===== src/verilog/btc_regs.svh =====
`ifndef BTC_REGS_SVH
`define BTC_REGS_SVH

// ************************************************************
// register byte offsets inside the system manager block
// ************************************************************
`define BTC_BOD_CTRL_OFS   12'h018
`define BTC_TEMP_CTRL_OFS  12'h01C
`define BTC_WPROT_OFS      12'h100

// ************************************************************
// field positions
// ************************************************************
`define BTC_BROWNOUT_DETECTOR_ENABLE_BIT     0
`define BTC_BROWNOUT_THRESHOLD_SEL_LSB     1
`define BTC_BROWNOUT_THRESHOLD_SEL_MSB     2
`define BTC_TEMP_EN_BIT    0
`define BTC_CFG_BROWNOUT_DETECTOR_ENABLE_BIT 23
`define BTC_CFG_VL_LSB     21
`define BTC_CFG_VL_MSB     22

// ************************************************************
// reset values and unlock keys
// ************************************************************
`define BTC_TEMP_CTRL_RST  32'h0000_0000
`define BTC_RD_ZERO        32'h0000_0000
`define BTC_KEY1           8'h59
`define BTC_KEY2           8'h16
`define BTC_KEY3           8'h88

// ************************************************************
// threshold codes and their levels in millivolts
// ************************************************************
`define BTC_VL_4V4         2'h3
`define BTC_VL_3V7         2'h2
`define BTC_VL_2V7         2'h1
`define BTC_VL_2V2         2'h0
`define BTC_MV_4V4         16'h1130
`define BTC_MV_3V7         16'h0E74
`define BTC_MV_2V7         16'h0A8C
`define BTC_MV_2V2         16'h0898

`endif


===== src/verilog/btc_pkg.sv =====
// ************************************************************
// shared types of the brown-out and temperature sensor control
// ************************************************************
package btc_pkg;
  // progress through the three-key unlock sequence
  typedef enum logic [1:0] {
    LOCK_IDLE,
    LOCK_KEY1_OK,
    LOCK_KEY2_OK,
    LOCK_OPEN
  } btc_lock_state_type;
endpackage


===== src/verilog/btc_ctl_if.sv =====
`timescale 1ns/1ns
// ************************************************************
// internal carrier between register front end and sub-blocks
// ************************************************************
interface btc_ctl_if;
  logic        prot_wr;    // write strobe to the protection register
  logic        bod_wr;     // write strobe to the brown-out control register
  logic [31:0] wdata;      // bus write data
  logic        unlocked;   // protected bits may be written
  logic        brownout_detector_enable;     // stored detector enable
  logic [1:0]  brownout_threshold_sel;     // stored threshold code
  logic        cfg_loaded; // defaults taken from the configuration word
  modport master (output prot_wr, bod_wr, wdata, input unlocked, brownout_detector_enable, brownout_threshold_sel, cfg_loaded);
  modport lock   (input prot_wr, wdata, output unlocked);
  modport bod    (input bod_wr, wdata, unlocked, output brownout_detector_enable, brownout_threshold_sel, cfg_loaded);
endinterface // btc_ctl_if


===== src/verilog/btc_unlock.sv =====
`timescale 1ns/1ns
`include "btc_regs.svh"
// ************************************************************
// three-key write protection unlock
// ************************************************************
module btc_unlock (
  input  wire logic sys_clk_i, // system clock
  input  wire logic rst_n_i,   // synchronised reset, active low
  btc_ctl_if.lock   ctl        // strobes in, unlock state out
);
  btc_pkg::btc_lock_state_type state_q; // sequence progress
  logic [7:0]                  key;     // low byte of the write

  assign key = ctl.wdata[7:0];

  // advance on each protection write; a wrong key restarts the search
  always_ff @(posedge sys_clk_i or negedge rst_n_i) begin
    if (!rst_n_i) begin
      state_q <= btc_pkg::LOCK_IDLE;
    end else if (ctl.prot_wr) begin
      case (state_q)
        btc_pkg::LOCK_IDLE:    state_q <= (key == `BTC_KEY1) ? btc_pkg::LOCK_KEY1_OK : btc_pkg::LOCK_IDLE;
        btc_pkg::LOCK_KEY1_OK: state_q <= (key == `BTC_KEY2) ? btc_pkg::LOCK_KEY2_OK :
                                          (key == `BTC_KEY1) ? btc_pkg::LOCK_KEY1_OK : btc_pkg::LOCK_IDLE;
        btc_pkg::LOCK_KEY2_OK: state_q <= (key == `BTC_KEY3) ? btc_pkg::LOCK_OPEN :
                                          (key == `BTC_KEY1) ? btc_pkg::LOCK_KEY1_OK : btc_pkg::LOCK_IDLE;
        default:               state_q <= btc_pkg::LOCK_IDLE; // any write while open locks again
      endcase
    end
  end

  assign ctl.unlocked = (state_q == btc_pkg::LOCK_OPEN);
endmodule // btc_unlock


===== src/verilog/btc_bod_ctrl.sv =====
`timescale 1ns/1ns
`include "btc_regs.svh"
// ************************************************************
// protected brown-out enable and threshold bits
// ************************************************************
module btc_bod_ctrl (
  input  wire logic        sys_clk_i, // system clock
  input  wire logic        rst_n_i,   // synchronised reset, active low
  input  wire logic [31:0] cfg_i,     // user configuration word 0
  btc_ctl_if.bod           ctl        // strobes in, stored bits out
);
  logic       loaded_q; // defaults taken after reset
  logic       en_q;     // detector enable
  logic [1:0] vl_q;     // threshold code

  // first edge after reset marks defaults as loaded
  always_ff @(posedge sys_clk_i or negedge rst_n_i) begin
    if (!rst_n_i) begin
      loaded_q <= 1'b0;
    end else begin
      loaded_q <= 1'b1;
    end
  end

  // defaults from the configuration word, then protected writes only
  always_ff @(posedge sys_clk_i or negedge rst_n_i) begin
    if (!rst_n_i) begin
      en_q <= 1'b0;
      vl_q <= 2'h0;
    end else if (!loaded_q) begin
      en_q <= cfg_i[`BTC_CFG_BROWNOUT_DETECTOR_ENABLE_BIT];
      vl_q <= cfg_i[`BTC_CFG_VL_MSB:`BTC_CFG_VL_LSB];
    end else if (ctl.bod_wr && ctl.unlocked) begin
      en_q <= ctl.wdata[`BTC_BROWNOUT_DETECTOR_ENABLE_BIT];
      vl_q <= ctl.wdata[`BTC_BROWNOUT_THRESHOLD_SEL_MSB:`BTC_BROWNOUT_THRESHOLD_SEL_LSB];
    end
  end

  assign ctl.brownout_detector_enable     = en_q;
  assign ctl.brownout_threshold_sel     = vl_q;
  assign ctl.cfg_loaded = loaded_q;
endmodule // btc_bod_ctrl


===== src/verilog/btc_top.sv =====
// Our own choice: the address-and-strobe port.
`timescale 1ns/1ns
`include "btc_regs.svh"

// ************************************************************
// brown-out and temperature sensor control register bank
// ************************************************************
module btc_top (
  input  wire logic        sys_clk_i,                // 20 MHz system clock
  input  wire logic        rstn_i,                   // chip reset, active low, asynchronous
  input  wire logic [31:0] user_config_word0_i,      // flash user configuration word 0
  input  wire logic [11:0] addr_i,                   // register byte address
  input  wire logic [31:0] wdata_i,                  // write data
  input  wire logic        wr_i,                     // write strobe
  input  wire logic        rd_i,                     // read strobe
  output logic      [31:0] rd_data_o,                // read data, cycle after the strobe
  output logic             brownout_detector_enable_o, // detector on
  output logic      [1:0]  brownout_threshold_sel_o, // threshold code
  output logic      [15:0] brownout_level_mv_o,      // selected level in millivolts
  output logic             temp_sensor_enable_o,     // temperature sensor on
  output logic             write_unlocked_o          // protected bits writable
);

  // ************************************************************
  // reset release
  // ************************************************************
  logic rst_meta_q; // first release stage
  logic rst_q;      // released reset used by all logic

  // assert at once, release after two edges
  always_ff @(posedge sys_clk_i or negedge rstn_i) begin
    if (!rstn_i) begin
      rst_meta_q <= 1'b0;
      rst_q      <= 1'b0;
    end else begin
      rst_meta_q <= 1'b1;
      rst_q      <= rst_meta_q;
    end
  end

  // ************************************************************
  // address decode
  // ************************************************************
  btc_ctl_if ctl (); // carrier to the sub-blocks

  logic hit_bod;  // brown-out control selected
  logic hit_temp; // temperature control selected
  logic hit_prot; // protection register selected

  // one register per aligned word; anything else is unmapped
  always_comb begin
    hit_bod  = 1'b0;
    hit_temp = 1'b0;
    hit_prot = 1'b0;
    if (addr_i == `BTC_BOD_CTRL_OFS) begin
      hit_bod = 1'b1;
    end else if (addr_i == `BTC_TEMP_CTRL_OFS) begin
      hit_temp = 1'b1;
    end else if (addr_i == `BTC_WPROT_OFS) begin
      hit_prot = 1'b1;
    end
  end

  // write strobes handed to the sub-blocks
  assign ctl.prot_wr = wr_i && hit_prot;
  assign ctl.bod_wr  = wr_i && hit_bod;
  assign ctl.wdata   = wdata_i;

  // ************************************************************
  // sub-blocks
  // ************************************************************
  // unlock sequence over the protection register
  btc_unlock u_unlock (
    .sys_clk_i (sys_clk_i),
    .rst_n_i   (rst_q),
    .ctl       (ctl)
  );

  // protected brown-out bits
  btc_bod_ctrl u_bod (
    .sys_clk_i (sys_clk_i),
    .rst_n_i   (rst_q),
    .cfg_i     (user_config_word0_i),
    .ctl       (ctl)
  );

  // ************************************************************
  // temperature sensor control
  // ************************************************************
  logic temp_en_q; // sensor enable, the only live bit

  // plain read/write bit, cleared by any reset
  always_ff @(posedge sys_clk_i or negedge rst_q) begin
    if (!rst_q) begin
      temp_en_q <= 1'(`BTC_TEMP_CTRL_RST);
    end else if (wr_i && hit_temp) begin
      temp_en_q <= wdata_i[`BTC_TEMP_EN_BIT];
    end
  end

  // sensor output feeds the converter's alternative channel 7 input
  assign temp_sensor_enable_o = temp_en_q;

  // ************************************************************
  // brown-out outputs
  // ************************************************************
  logic [15:0] level_mv_q; // decoded threshold level

  // threshold code to detection level
  always_ff @(posedge sys_clk_i or negedge rst_q) begin
    if (!rst_q) begin
      level_mv_q <= `BTC_MV_2V2;
    end else begin
      case (ctl.brownout_threshold_sel)
        `BTC_VL_4V4: level_mv_q <= `BTC_MV_4V4;
        `BTC_VL_3V7: level_mv_q <= `BTC_MV_3V7;
        `BTC_VL_2V7: level_mv_q <= `BTC_MV_2V7;
        default:     level_mv_q <= `BTC_MV_2V2;
      endcase
    end
  end

  assign brownout_detector_enable_o = ctl.brownout_detector_enable;
  assign brownout_threshold_sel_o   = ctl.brownout_threshold_sel;
  assign brownout_level_mv_o        = level_mv_q;
  assign write_unlocked_o           = ctl.unlocked;

  // ************************************************************
  // read path
  // ************************************************************
  logic [31:0] rd_mux;    // selected register image
  logic [31:0] rd_data_q; // read data, held for one cycle only

  // register images; reserved bits read as zero
  always_comb begin
    rd_mux = `BTC_RD_ZERO;
    if (hit_bod) begin
      rd_mux[`BTC_BROWNOUT_DETECTOR_ENABLE_BIT]                  = ctl.brownout_detector_enable;
      rd_mux[`BTC_BROWNOUT_THRESHOLD_SEL_MSB:`BTC_BROWNOUT_THRESHOLD_SEL_LSB]  = ctl.brownout_threshold_sel;
    end else if (hit_temp) begin
      rd_mux[`BTC_TEMP_EN_BIT] = temp_en_q;
    end else if (hit_prot) begin
      rd_mux[0] = ctl.unlocked;                           // shows lock state
    end
  end

  // data stand in the cycle after the strobe and read zero otherwise
  always_ff @(posedge sys_clk_i or negedge rst_q) begin
    if (!rst_q) begin
      rd_data_q <= `BTC_RD_ZERO;
    end else if (rd_i) begin
      rd_data_q <= rd_mux;
    end else begin
      rd_data_q <= `BTC_RD_ZERO;
    end
  end

  assign rd_data_o = rd_data_q;
endmodule // btc_top


===== config.mk =====
export PLATFORM = sky130hd
export DESIGN_NAME = btc_top
export DESIGN_NICKNAME = d
export VERILOG_FILES = /design/src/verilog/btc_pkg.sv /design/src/verilog/btc_ctl_if.sv /design/src/verilog/btc_unlock.sv /design/src/verilog/btc_bod_ctrl.sv /design/src/verilog/btc_top.sv
export VERILOG_INCLUDE_DIRS = /design/src /design/src/verilog
export SDC_FILE = /design/constraint.sdc
export NUM_CORES = 1
export LEC_CHECK = 0
export BUFFER_PORTS_ARGS = -buffer_cell sky130_fd_sc_hd__buf_2
export CORE_MARGIN = 3
export CORE_UTILIZATION = 37
export DETAILED_ROUTE_END_ITERATION = 10
export PLACE_DENSITY = 0.95
export SKIP_CTS_REPAIR_TIMING = 1
export SYNTH_ARGS = -nofsm -noshare
export SYNTH_HDL_FRONTEND = slang
export SYNTH_HIERARCHICAL = 1
export SYNTH_SLANG_ARGS = --single-unit

===== constraint.sdc =====
create_clock -name sys_clk_i -period 1.9 [get_ports sys_clk_i]
set_input_delay 0.38 -clock sys_clk_i [delete_from_list [all_inputs] [get_ports sys_clk_i]]
set_output_delay 0.38 -clock sys_clk_i [all_outputs]
set_load 0.01 [all_outputs]

* Word level (Yosys, flattened, before mapping)
Index checks and enable logic that the tools add are counted.
Storage, ports and cells: register bits after elaboration 28, input port bits 80, output and inout port bits 53, logic and storage cells 47
Cells by class: equal/unequal tests 13, muxes and demuxes 20, reduce and logical (&&, ||, !) cells 5
Operators by type and width (number):
- case mux 13 bit (3 select lines) | 1
- == test 12 x 5 -> 1 bit, second input constant | 2
- == test 12 x 9 -> 1 bit, second input constant | 1
- two-way mux 1 bit | 12
- two-way mux 2 bit | 5
- == test 2 bit, second input constant | 4
- == test 8 x 5 -> 1 bit, second input constant | 1
- == test 8 x 7 -> 1 bit, second input constant | 1
- == test 8 bit, second input constant | 1
- case mux 2 bit (3 select lines) | 1
- == test 2 x 1 -> 1 bit, second input constant | 2
- logical AND 1 bit | 4
- two-way mux 3 bit | 1
- zero test 2 bit | 1
- != test 2 bit, second input constant | 1

* Depth between registers and ports, before layout
Gate-level depths: netlist of run 1.
word-level depth 8, depth in mapped cells 6, depth with buffers taken out 6

* By module
The synthesis of run 1 kept the hierarchy.
Modules (own cells, without submodules):
- btc_top | times used 1, cells an instance 84, area an instance 889.6 µm², seq. area each 329.1 µm²
- btc_bod_ctrl | times used 1, cells an instance 17, area an instance 178.9 µm², seq. area each 100.1 µm²
- btc_unlock | times used 1, cells an instance 18, area an instance 162.7 µm², seq. area each 50.0 µm²

* Worst setup path before layout of run 1
OpenSTA, ideal clock, no wires.
kind input port to flip-flop, from input addr_i[6], to register u_unlock.state_q[0], library setup time 0.130 ns, arrival 1.489 ns, setup slack 0.281 ns, stages on the path 6, buffers on the path 0, path through nor4_2 and2_1 nor3b_1 nor2b_1 a41oi_1 o31ai_1
On the way: word-level cells in the longest chain between the ends 5, elaborated cells between the ends (all ways) 7
Ends and longest elaborated chain:
- start, declared | line btc_top.sv:12 | input wire logic [11:0] addr_i,
- == test 12 x 9 -> 1 bit (no source line)
- two-way mux 1 bit | line btc_top.sv:59 | end else if (addr_i == `BTC_WPROT_OFS) begin
- two-way mux 1 bit | line btc_top.sv:57 | end else if (addr_i == `BTC_TEMP_CTRL_OFS) begin
- two-way mux 1 bit * | line btc_top.sv:55 | if (addr_i == `BTC_BOD_CTRL_OFS) begin
- logical AND 1 bit * | line btc_top.sv:65 | assign ctl.prot_wr = wr_i && hit_prot;
- net ctl.prot_wr | line btc_ctl_if.sv:6 | logic prot_wr;
- end signal, assigned | line btc_unlock.sv:23 | btc_pkg::LOCK_KEY1_OK: state_q <= (key == `BTC_KEY2) ? btc_pkg::LOCK_KEY2_OK :
- end signal, assigned | line btc_unlock.sv:25 | btc_pkg::LOCK_KEY2_OK: state_q <= (key == `BTC_KEY3) ? btc_pkg::LOCK_OPEN :
- end signal, assigned | line btc_unlock.sv:27 | default: state_q <= btc_pkg::LOCK_IDLE;
- end, declared | line btc_unlock.sv:11 | btc_pkg::btc_lock_state_type state_q;
The timed path passes the listed nets; every way through them passes the cells marked *. A chain may end at the register's enable or synchronous reset.

* Worst setup path after layout of run 1
from register u_unlock.state_q[0], to output write_unlocked_o
On the way: word-level cells in the longest chain between the ends 1
Ends and longest elaborated chain:
- start signal, assigned | line btc_unlock.sv:19 | state_q <= btc_pkg::LOCK_IDLE;
- start signal, assigned | line btc_unlock.sv:22 | btc_pkg::LOCK_IDLE: state_q <= (key == `BTC_KEY1) ? btc_pkg::LOCK_KEY1_OK : btc_pkg::LOCK_IDLE;
- start signal, assigned | line btc_unlock.sv:23
- == test 2 bit | line btc_unlock.sv:32 | assign ctl.unlocked = (state_q == btc_pkg::LOCK_OPEN);
- end, declared | line btc_top.sv:21 | output logic write_unlocked_o
No other way between the ends.

==> results of run 1 <==
-- cell families (layout without fill, tap and decap cells) --
family          count (synthesis)  count (layout)  share of synthesized area [%]
compound gates                 13              13                          8.740
fa+ha+maj                       6               6                          6.097
buf+inv                        44              58                          25.00
flops                          19              19                          38.92
mux                             1               1                         0.9146
other cells                     3              36                         0.9146
simple gates                   33              33                          19.41
-- per-layer routing --
layer  routed length, µm  share of wire (%)
met1                 828                 37
met5                   0                  0
met2                1118                 50
met3                 244                 11
met4                  34                1.5
-- cell type report --
| type | count | area (µm²) | share of cell area (%) |
|---|---|---|---|
| sequential | 19 | 479.2 | 34.20 |
| tap | 44 | 55.05 | 3.929 |
| clock buffer | 4 | 26.28 | 1.875 |
| inverter | 6 | 22.52 | 1.607 |
| multi-input combinational | 89 | 568.0 | 40.54 |
| timing repair buffer | 48 | 250.2 | 17.86 |
-- path summary, 6_finish.rpt --
check / from / to / slack, ps / cells past startpoint
max: u_unlock/state_q[0] / write_unlocked_o / 280 / 2
max reg2reg: u_unlock/state_q[1] / rd_data_o[0] / 590 / 3
min: rst_q / brownout_level_mv_o[9] / 280 / 0
max in group asynchronous: rst_q / brownout_level_mv_o[5] / 1190 / 0
min reg2reg: rst_q / brownout_level_mv_o[9] / 280 / 0
min in group sys_clk_i: user_config_word0_i[22] / u_bod/ctl.brownout_threshold_sel[1] / 330 / 3
-- Yosys cell counts, types with 2 or more instances --
master	number
buf_4	38
dfrtp_1	16
nor2_1	7
ha_1	6
inv_1	6
a31oi_1	5
nand3_1	4
a21bo_1	3
conb_1	3
dfstp_2	3
a41oi_1	2
and2_1	2
and4_2	2
and4b_1	2
and4b_2	2
nor2b_1	2
nor3b_1	2
nor4_2	2
-- flip-flops by register name, indices dropped and copies added (netlist names) --
register,cells
rst_meta_q,1
brownout_level_mv_o,7
rst_q,1
temp_sensor_enable_o,1
u_bod/ctl.brownout_detector_enable,1
u_bod/ctl.brownout_threshold_sel,2
u_unlock/state_q,2
rd_data_o,3
u_bod/ctl.cfg_loaded,1
-- through the flow --
step	setup slack (ps)	std cells	cell area, µm²	util [%]
2_1_floorplan	281.1	152	1355	-
3_3_place_gp	157.0	205	1365	43.99
3_5_place_dp	118.8	205	1365	43.99
4_1_cts	255.6	209	1391	44.84
5_1_grt	169.0	210	1401	45.16
6_report	278.2	210	1401	45.16
-- worst max-delay path: stages, from the launching register on --
cell,delay (ps)
dfrtp_1,430
and2_1,330
buf_2,190
-- power by group --
| group | internal [mW] | switching [mW] | leakage, nW |
|---|---|---|---|
| logic | 0.0672 | 0.0970 | 0.532 |
| registers | 0.436 | 0.0234 | 0.233 |
| clock network | 0.0817 | 0.111 | 0.0150 |
==> results.ini, run 1 <==
[floorplanning]
die_w_um=63.69
io_pins=133
die-area_um2=4056
fp.dieH_um=63.69
core_area_um2=3103
rows=20
start_util_pct=39.68

[sta]
timing.setup.tns_ps=0
worst_pin_slew_ps=659.6
post-route-min-period_ps=1622
rsz0062_at_grt=no
hold_slack_ps=277.5
skew_ps=11.21
max_freq_mhz=616.6
hold_viol=0
finalCritPeriodShare_pct=85.36
drv_slew=0
setup_viol=0
slew_headroom_pct=56.02

[detailed_routing]
wl_um=2226
via_count=896
detail_route.first_pass.iterations=4
drc=0
wl_per_cell_um=10.60
via_per_inst=4.267
antenna_left=0
drtIter0Drc=13

[clocking]
cts_buffers=3
htree_levels=1
clock-sinks=19
cts_tree=built
ctsLongestPathBuffers=2
clock_latency_ps=290
clk_pin_slew_ps=100
clockRootBuffer=clkbuf_4

[logic_synthesis]
asyncSetResetFlopFracSynth_pct=100.0
synth_top_cell_by_area=dfrtp_1
ys.flop_type=dfrtp_1
synth_cell_types=30
synth_edf_count=0
netlist_area_um2=1231
synth.avg_cell_area_um2=10.35
synth-seq-cells=19
synth_top_cell_area_share_pct=32.52
yosys-top-cells-area=dfrtp_1 33%, buf_4 23%, dfstp_2 6.4%
ys_seq_area_share_pct=38.92
yosysWarnings=6
synth_cells=119

[worst_setup_path]
endpoint_kind=primary output
timing.critical_path.arrival_ps=1240
crit_type=register to primary output
crit_required_ps=1520
path_max_fanout=8
start_kind=register

[power_and_ir_drop]
peakVddDrop_v=0.0003141
power_mw=0.8165
power_density_nw_per_um2=582.7
p_leak_nw=0.7796

[grt]
grt_max_degree=18
use_met2_pct=17.60
top_usage_layer=met2
grt_use_met1_pct=13.24
antenna_found_initial=0
grt_pass1_vias=796
grt_pass1_wl_um=3484
use_met3_pct=4.813
grt_use_total_pct=10.94
grt.overflow.total=0

[outcome]
status=complete, no violations

[finish]
fillers=310
diodes=0
drive_gt1_share_pct=37.35
final_cell_mix=45 x buf_2, 36 x conb_1, 16 x dfrtp_1
layout_commonest_cell=buf_2
fin_nets=253
syn2layout_area_growth_pct=13.82

[place]
place.gp.congestion=0.7994
portBuffers=45
dp.final_hpwl_um=1834

[hold_path]
hold_path.class=register to asynchronous set/reset pin

[run]
max_cap_viol_count=0

(Power assumes the default switching activity.)
==> run 2: changes to the inputs <==
CORE_UTILIZATION = 34   (was 37)
PLACE_DENSITY = 0.9   (was 0.95)
clock period = 1.8 ns   (was 1.9 ns; I/O delays follow)
==> run 2 against run 1 <==
Combinational power up 7%. Power is 6.7% higher. Utilization decreased by 4.0 points. Via count rose by 0.22%. Register-to-register slack got worse by 70 ps. Clock skew is 2.3 ps higher. Setup slack lost 74 ps. Largest cell class unchanged. Clock power up 9.8%. Sequential cell count did not move. Global-route usage is 0.24 points lower. Worst hold slack got worse by 16 ps.
==> results.ini, run 2 (same netlist as run 1, synthesis figures left out) <==
[outcome]
status=complete, no violations

[grt]
grt_max_degree=18
use_met2_pct=17.72
grt_pass1_wl_um=3636
grt_use_total_pct=10.70
grt_pass1_vias=814
top_usage_layer=met2
use_met3_pct=3.401
grt_use_met1_pct=13.34
antenna_found_initial=0
grt.overflow.total=0

[floorplanning]
fp.dieH_um=66.18
core_area_um2=3416
die_w_um=66.18
rows=21
die-area_um2=4379
io_pins=133
start_util_pct=36.04

[clocking]
cts_buffers=3
clk_pin_slew_ps=110
cts_tree=built
ctsLongestPathBuffers=2
clock-sinks=19
clock_latency_ps=300
clockRootBuffer=clkbuf_4
htree_levels=1

[worst_setup_path]
max_stage_delay_ps=440
cp_top_family=flip-flops
crit_required_ps=1440
timing.critical_path.arrival_ps=1240
start_kind=register
crit_buf_inv=1
worstPathCellList=and2_1 -> buf_2
cp_slowest_cell=dfrtp_1
crit_type=register to primary output
endpoint_kind=primary output
path_max_fanout=8

[sta]
rsz0062_at_grt=no
post-route-min-period_ps=1596
drv_slew=0
hold_slack_ps=261.7
skew_ps=13.52
slew_headroom_pct=55.97
timing.setup.tns_ps=0
finalCritPeriodShare_pct=88.64
setup_ws_ps=204.4
setup_viol=0
worst_pin_slew_ps=660.4
hold_viol=0
max_freq_mhz=626.7

[run]
max_cap_viol_count=0

[place]
dp_cells=207
dp.final_hpwl_um=1870
portBuffers=45
dp_slack_ps=86.75
place.gp.congestion=0.8131

[finish]
layout_commonest_cell=buf_2
syn2layout_area_growth_pct=14.13
drive_gt1_share_pct=37.95
diodes=0
fin_nets=253
largest_reg_flops=7
instances_no_fill=212
fillers=349
final_cell_mix=45 x buf_2, 36 x conb_1, 16 x dfrtp_1

[detailed_routing]
via_per_inst=4.236
antenna_left=0
wl_per_cell_um=10.50
drtIter0Drc=18
detail_route.first_pass.iterations=4
wl_um=2225
drc=0
via_count=898

[power_and_ir_drop]
power_density_nw_per_um2=620.1
p_leak_nw=0.7823
peakVddDrop_v=0.0003255

[hold_path]
hold_path.class=register to asynchronous set/reset pin

run 2: layout make-up:
class | count | area [µm²] | area share [%]
clock inverters | 1 | 5.005 | 0.3562
well taps | 46 | 57.56 | 4.096
flip-flops and latches | 19 | 479.2 | 34.11
clock buffers | 3 | 22.52 | 1.603
inverters | 6 | 22.52 | 1.603
multi-input cells | 89 | 568.0 | 40.43
repair buffers | 48 | 250.2 | 17.81
run 2: final timing paths:
| path | cells after the start | endpoint | start | slack [ps] |
|---|---|---|---|---|
| setup / recovery | 2 | write_unlocked_o | u_unlock/state_q[0] | 200 |
| hold reg to reg | 0 | rd_data_o[0] | rst_q | 260 |
| hold / removal | 0 | rd_data_o[0] | rst_q | 260 |
| setup reg to reg | 3 | rd_data_o[0] | u_unlock/state_q[1] | 520 |
| max in group asynchronous | 0 | brownout_level_mv_o[8] | rst_q | 1100 |
| min in group sys_clk_i | 3 | u_bod/ctl.brownout_threshold_sel[1] | user_config_word0_i[22] | 300 |
run 2: layer usage:
layer / vias to the layer above / share of wire (%)
li1: 434 / -
met4: 0 / 0.58
met5: - / 0
met3: 2 / 12
met2: 65 / 48
met1: 397 / 39
run 2: metrics by stage:
stage | cell area (µm²) | total power, mW | util, %
after CTS | 1395 | 0.8773 | 40.84
final | 1405 | 0.8713 | 41.14
after floorplan | 1355 | 0.6520 | -
after detailed placement | 1368 | 0.6661 | 40.04
after global routing | 1405 | 0.9266 | 41.14
after global placement | 1368 | 0.6596 | 40.04
run 2: report_power, final:
group | internal (mW) | switching [mW] | leakage [nW]
sequential | 0.460 | 0.0242 | 0.233
clock | 0.0827 | 0.129 | 0.0177
combinational | 0.0713 | 0.104 | 0.532
total | 0.614 | 0.257 | 0.782
==> run 3: changes to the inputs <==
ABC_AREA = 1   (was not set)
CORE_MARGIN = not set   (was 3)
CORE_UTILIZATION = 36   (was 34)
PLACE_DENSITY = 0.91   (was 0.9)
==> run 3 against run 2 <==
Clock power up 37%. Synthesized cell count increased by 55%. Combinational power is 14% higher. Routed wire length increased by 2.2%. Die area is 8.4% lower. Count of clock-buffer cells in the layout did not move. Setup slack better by 220 ps.
==> results.ini, run 3 <==
[logic_synthesis]
synth-xor-area-share_pct=0
yosysMostFrequentCell=nand2_1
synthTopCellsByCount=46 x nand2_1, 38 x buf_4, 28 x inv_1
synth-seq-cells=19
synth_cells=185
yosys-top-cells-area=dfrtp_1 30%, buf_4 21%, nand2_1 13%
netlist_area_um2=1355
synth_compound_area_share_pct=0.3693
synth_cell_types=19
synth.avg_cell_area_um2=7.325
synth-adder-area-share_pct=5.540
synth.area.mux_share_pct=0
yosysWarnings=6
synth_top_cell_area_share_pct=29.55
synth_top_family_by_area=buffers and inverters
synth_top_cell_by_area=dfrtp_1
ys_seq_area_share_pct=35.36
asyncSetResetFlopFracSynth_pct=100.0
synth_edf_count=0
synth_simple_gate_area_share_pct=27.98
ys.flop_type=dfrtp_1

[outcome]
status=complete, no violations

[power_and_ir_drop]
peakVddDrop_v=0.0002201
p_leak_nw=0.9496
power_density_nw_per_um2=643.6

[sta]
finalCritPeriodShare_pct=76.47
skew_ps=1.658
hold_viol=0
drv_slew=0
setup_ws_ps=423.6
hold_slack_ps=276.6
worst_pin_slew_ps=663.3
slew_headroom_pct=55.78
setup_viol=0
timing.setup.tns_ps=0
rsz0062_at_grt=no
post-route-min-period_ps=1376
max_freq_mhz=726.5

[finish]
layout_commonest_cell=nand2_1
fillers=370
diodes=0
final_cell_mix=46 x nand2_1, 45 x buf_2, 36 x conb_1
largest_reg_flops=7
fin_nets=316
syn2layout_area_growth_pct=12.28
drive_gt1_share_pct=26.64

[worst_setup_path]
rr_startpoint=u_bod/ctl.brownout_threshold_sel[0]
crit_type=register to primary output
timing.critical_path.arrival_ps=1020
start_kind=register
crit_required_ps=1440
endpoint_kind=primary output
path_max_fanout=4
critPathLaunch=u_unlock/state_q[0]

[grt]
grt_pass1_wl_um=3760
grt.overflow.total=0
grt_use_total_pct=11.94
grt_pass1_vias=943
grt_max_degree=18
antenna_found_initial=0

[detailed_routing]
via_per_inst=3.975
via_count=1093
wl_um=2275
wl_per_cell_um=8.273
detail_route.first_pass.iterations=4
drc=0
drtIter0Drc=28
antenna_left=0

[floorplanning]
core_area_um2=3468
fp.dieH_um=63.35
die_w_um=63.35
start_util_pct=39.07
die-area_um2=4013
rows=21
io_pins=133

[clocking]
htree_levels=1
clock-sinks=19
cts_buffers=3
clock_latency_ps=250
clk_pin_slew_ps=70
clockRootBuffer=clkbuf_8
cts_tree=built
ctsLongestPathBuffers=2

[run]
max_cap_viol_count=0

[place]
portBuffers=45
dp.final_hpwl_um=1886
dp_slack_ps=246.7
place.gp.congestion=0.7476

[hold_path]
hold_path.class=register to asynchronous set/reset pin

## run 3: cell count changes after synthesis, sizes merged, moves of 3 or more
| cell | before | now |
|---|---|---|
| nand2 | 1 | 48 |
| inv | 6 | 29 |
| nor2 | 7 | 23 |
| a31oi | 5 | 0 |
| nand3 | 4 | 9 |
| and4b | 4 | 0 |
| nor3 | 0 | 4 |
| a21bo | 3 | 0 |
## run 3: worst paths after layout
check,to,slack [ps],depth (start not counted)
max,write_unlocked_o,420,3
min,u_bod/ctl.brownout_threshold_sel[0],280,0
min reg2reg,u_bod/ctl.brownout_threshold_sel[0],280,0
max in group asynchronous,brownout_level_mv_o[9],1100,0
min in group sys_clk_i,rst_q,350,0
max reg2reg,brownout_level_mv_o[7],590,3
## run 3: metal layers
layer  global-route usage [%]  up-vias  part of all wire, %
met5                        0        -                    0
met4                    4.545        0                 0.70
met3                    3.080        2                  8.0
met2                    22.21       47                   52
met1                    12.66      485                   40
li1                         -      559                    -
## run 3: critical path: stages (launching register included)
cell and delay [ps]:
dfrtp_1 400, nand2_1 60, inv_1 140, buf_2 160
## run 3: area by class of cell
cell class | instances | area (µm²) | share of cell area, %
Clock buffer | 3 | 41.29 | 2.714
Clock inverter | 1 | 5.005 | 0.3289
Inverter | 29 | 108.9 | 7.155
Multi-Input combinational cell | 131 | 594.3 | 39.06
Sequential cell | 19 | 479.2 | 31.50
Tap cell | 46 | 57.56 | 3.783
Timing Repair Buffer | 46 | 235.2 | 15.46
## run 3: per-stage QoR
stage | area, µm² | instances | utilization (%) | power, mW
floorplan | 1479 | 218 | - | 0.6820
global placement | 1465 | 270 | 42.24 | 0.6874
detailed placement | 1465 | 270 | 42.24 | 0.6953
CTS | 1511 | 274 | 43.58 | 0.9936
global route | 1521 | 275 | 43.87 | 1.046
finish | 1521 | 275 | 43.87 | 0.9792
## run 3: logic make-up after synthesis
logic type	Yosys count
simple gates	88
flops	19
other cells	3
buf+inv	68
fa+ha+maj	6
compound gates	1
## run 3: report_power, final
part	switching (mW)	internal, mW	leakage, nW
Clock	0.137	0.154	0.0255
Combinational	0.124	0.0758	0.690
Sequential	0.0264	0.462	0.234
Total	0.288	0.691	0.950
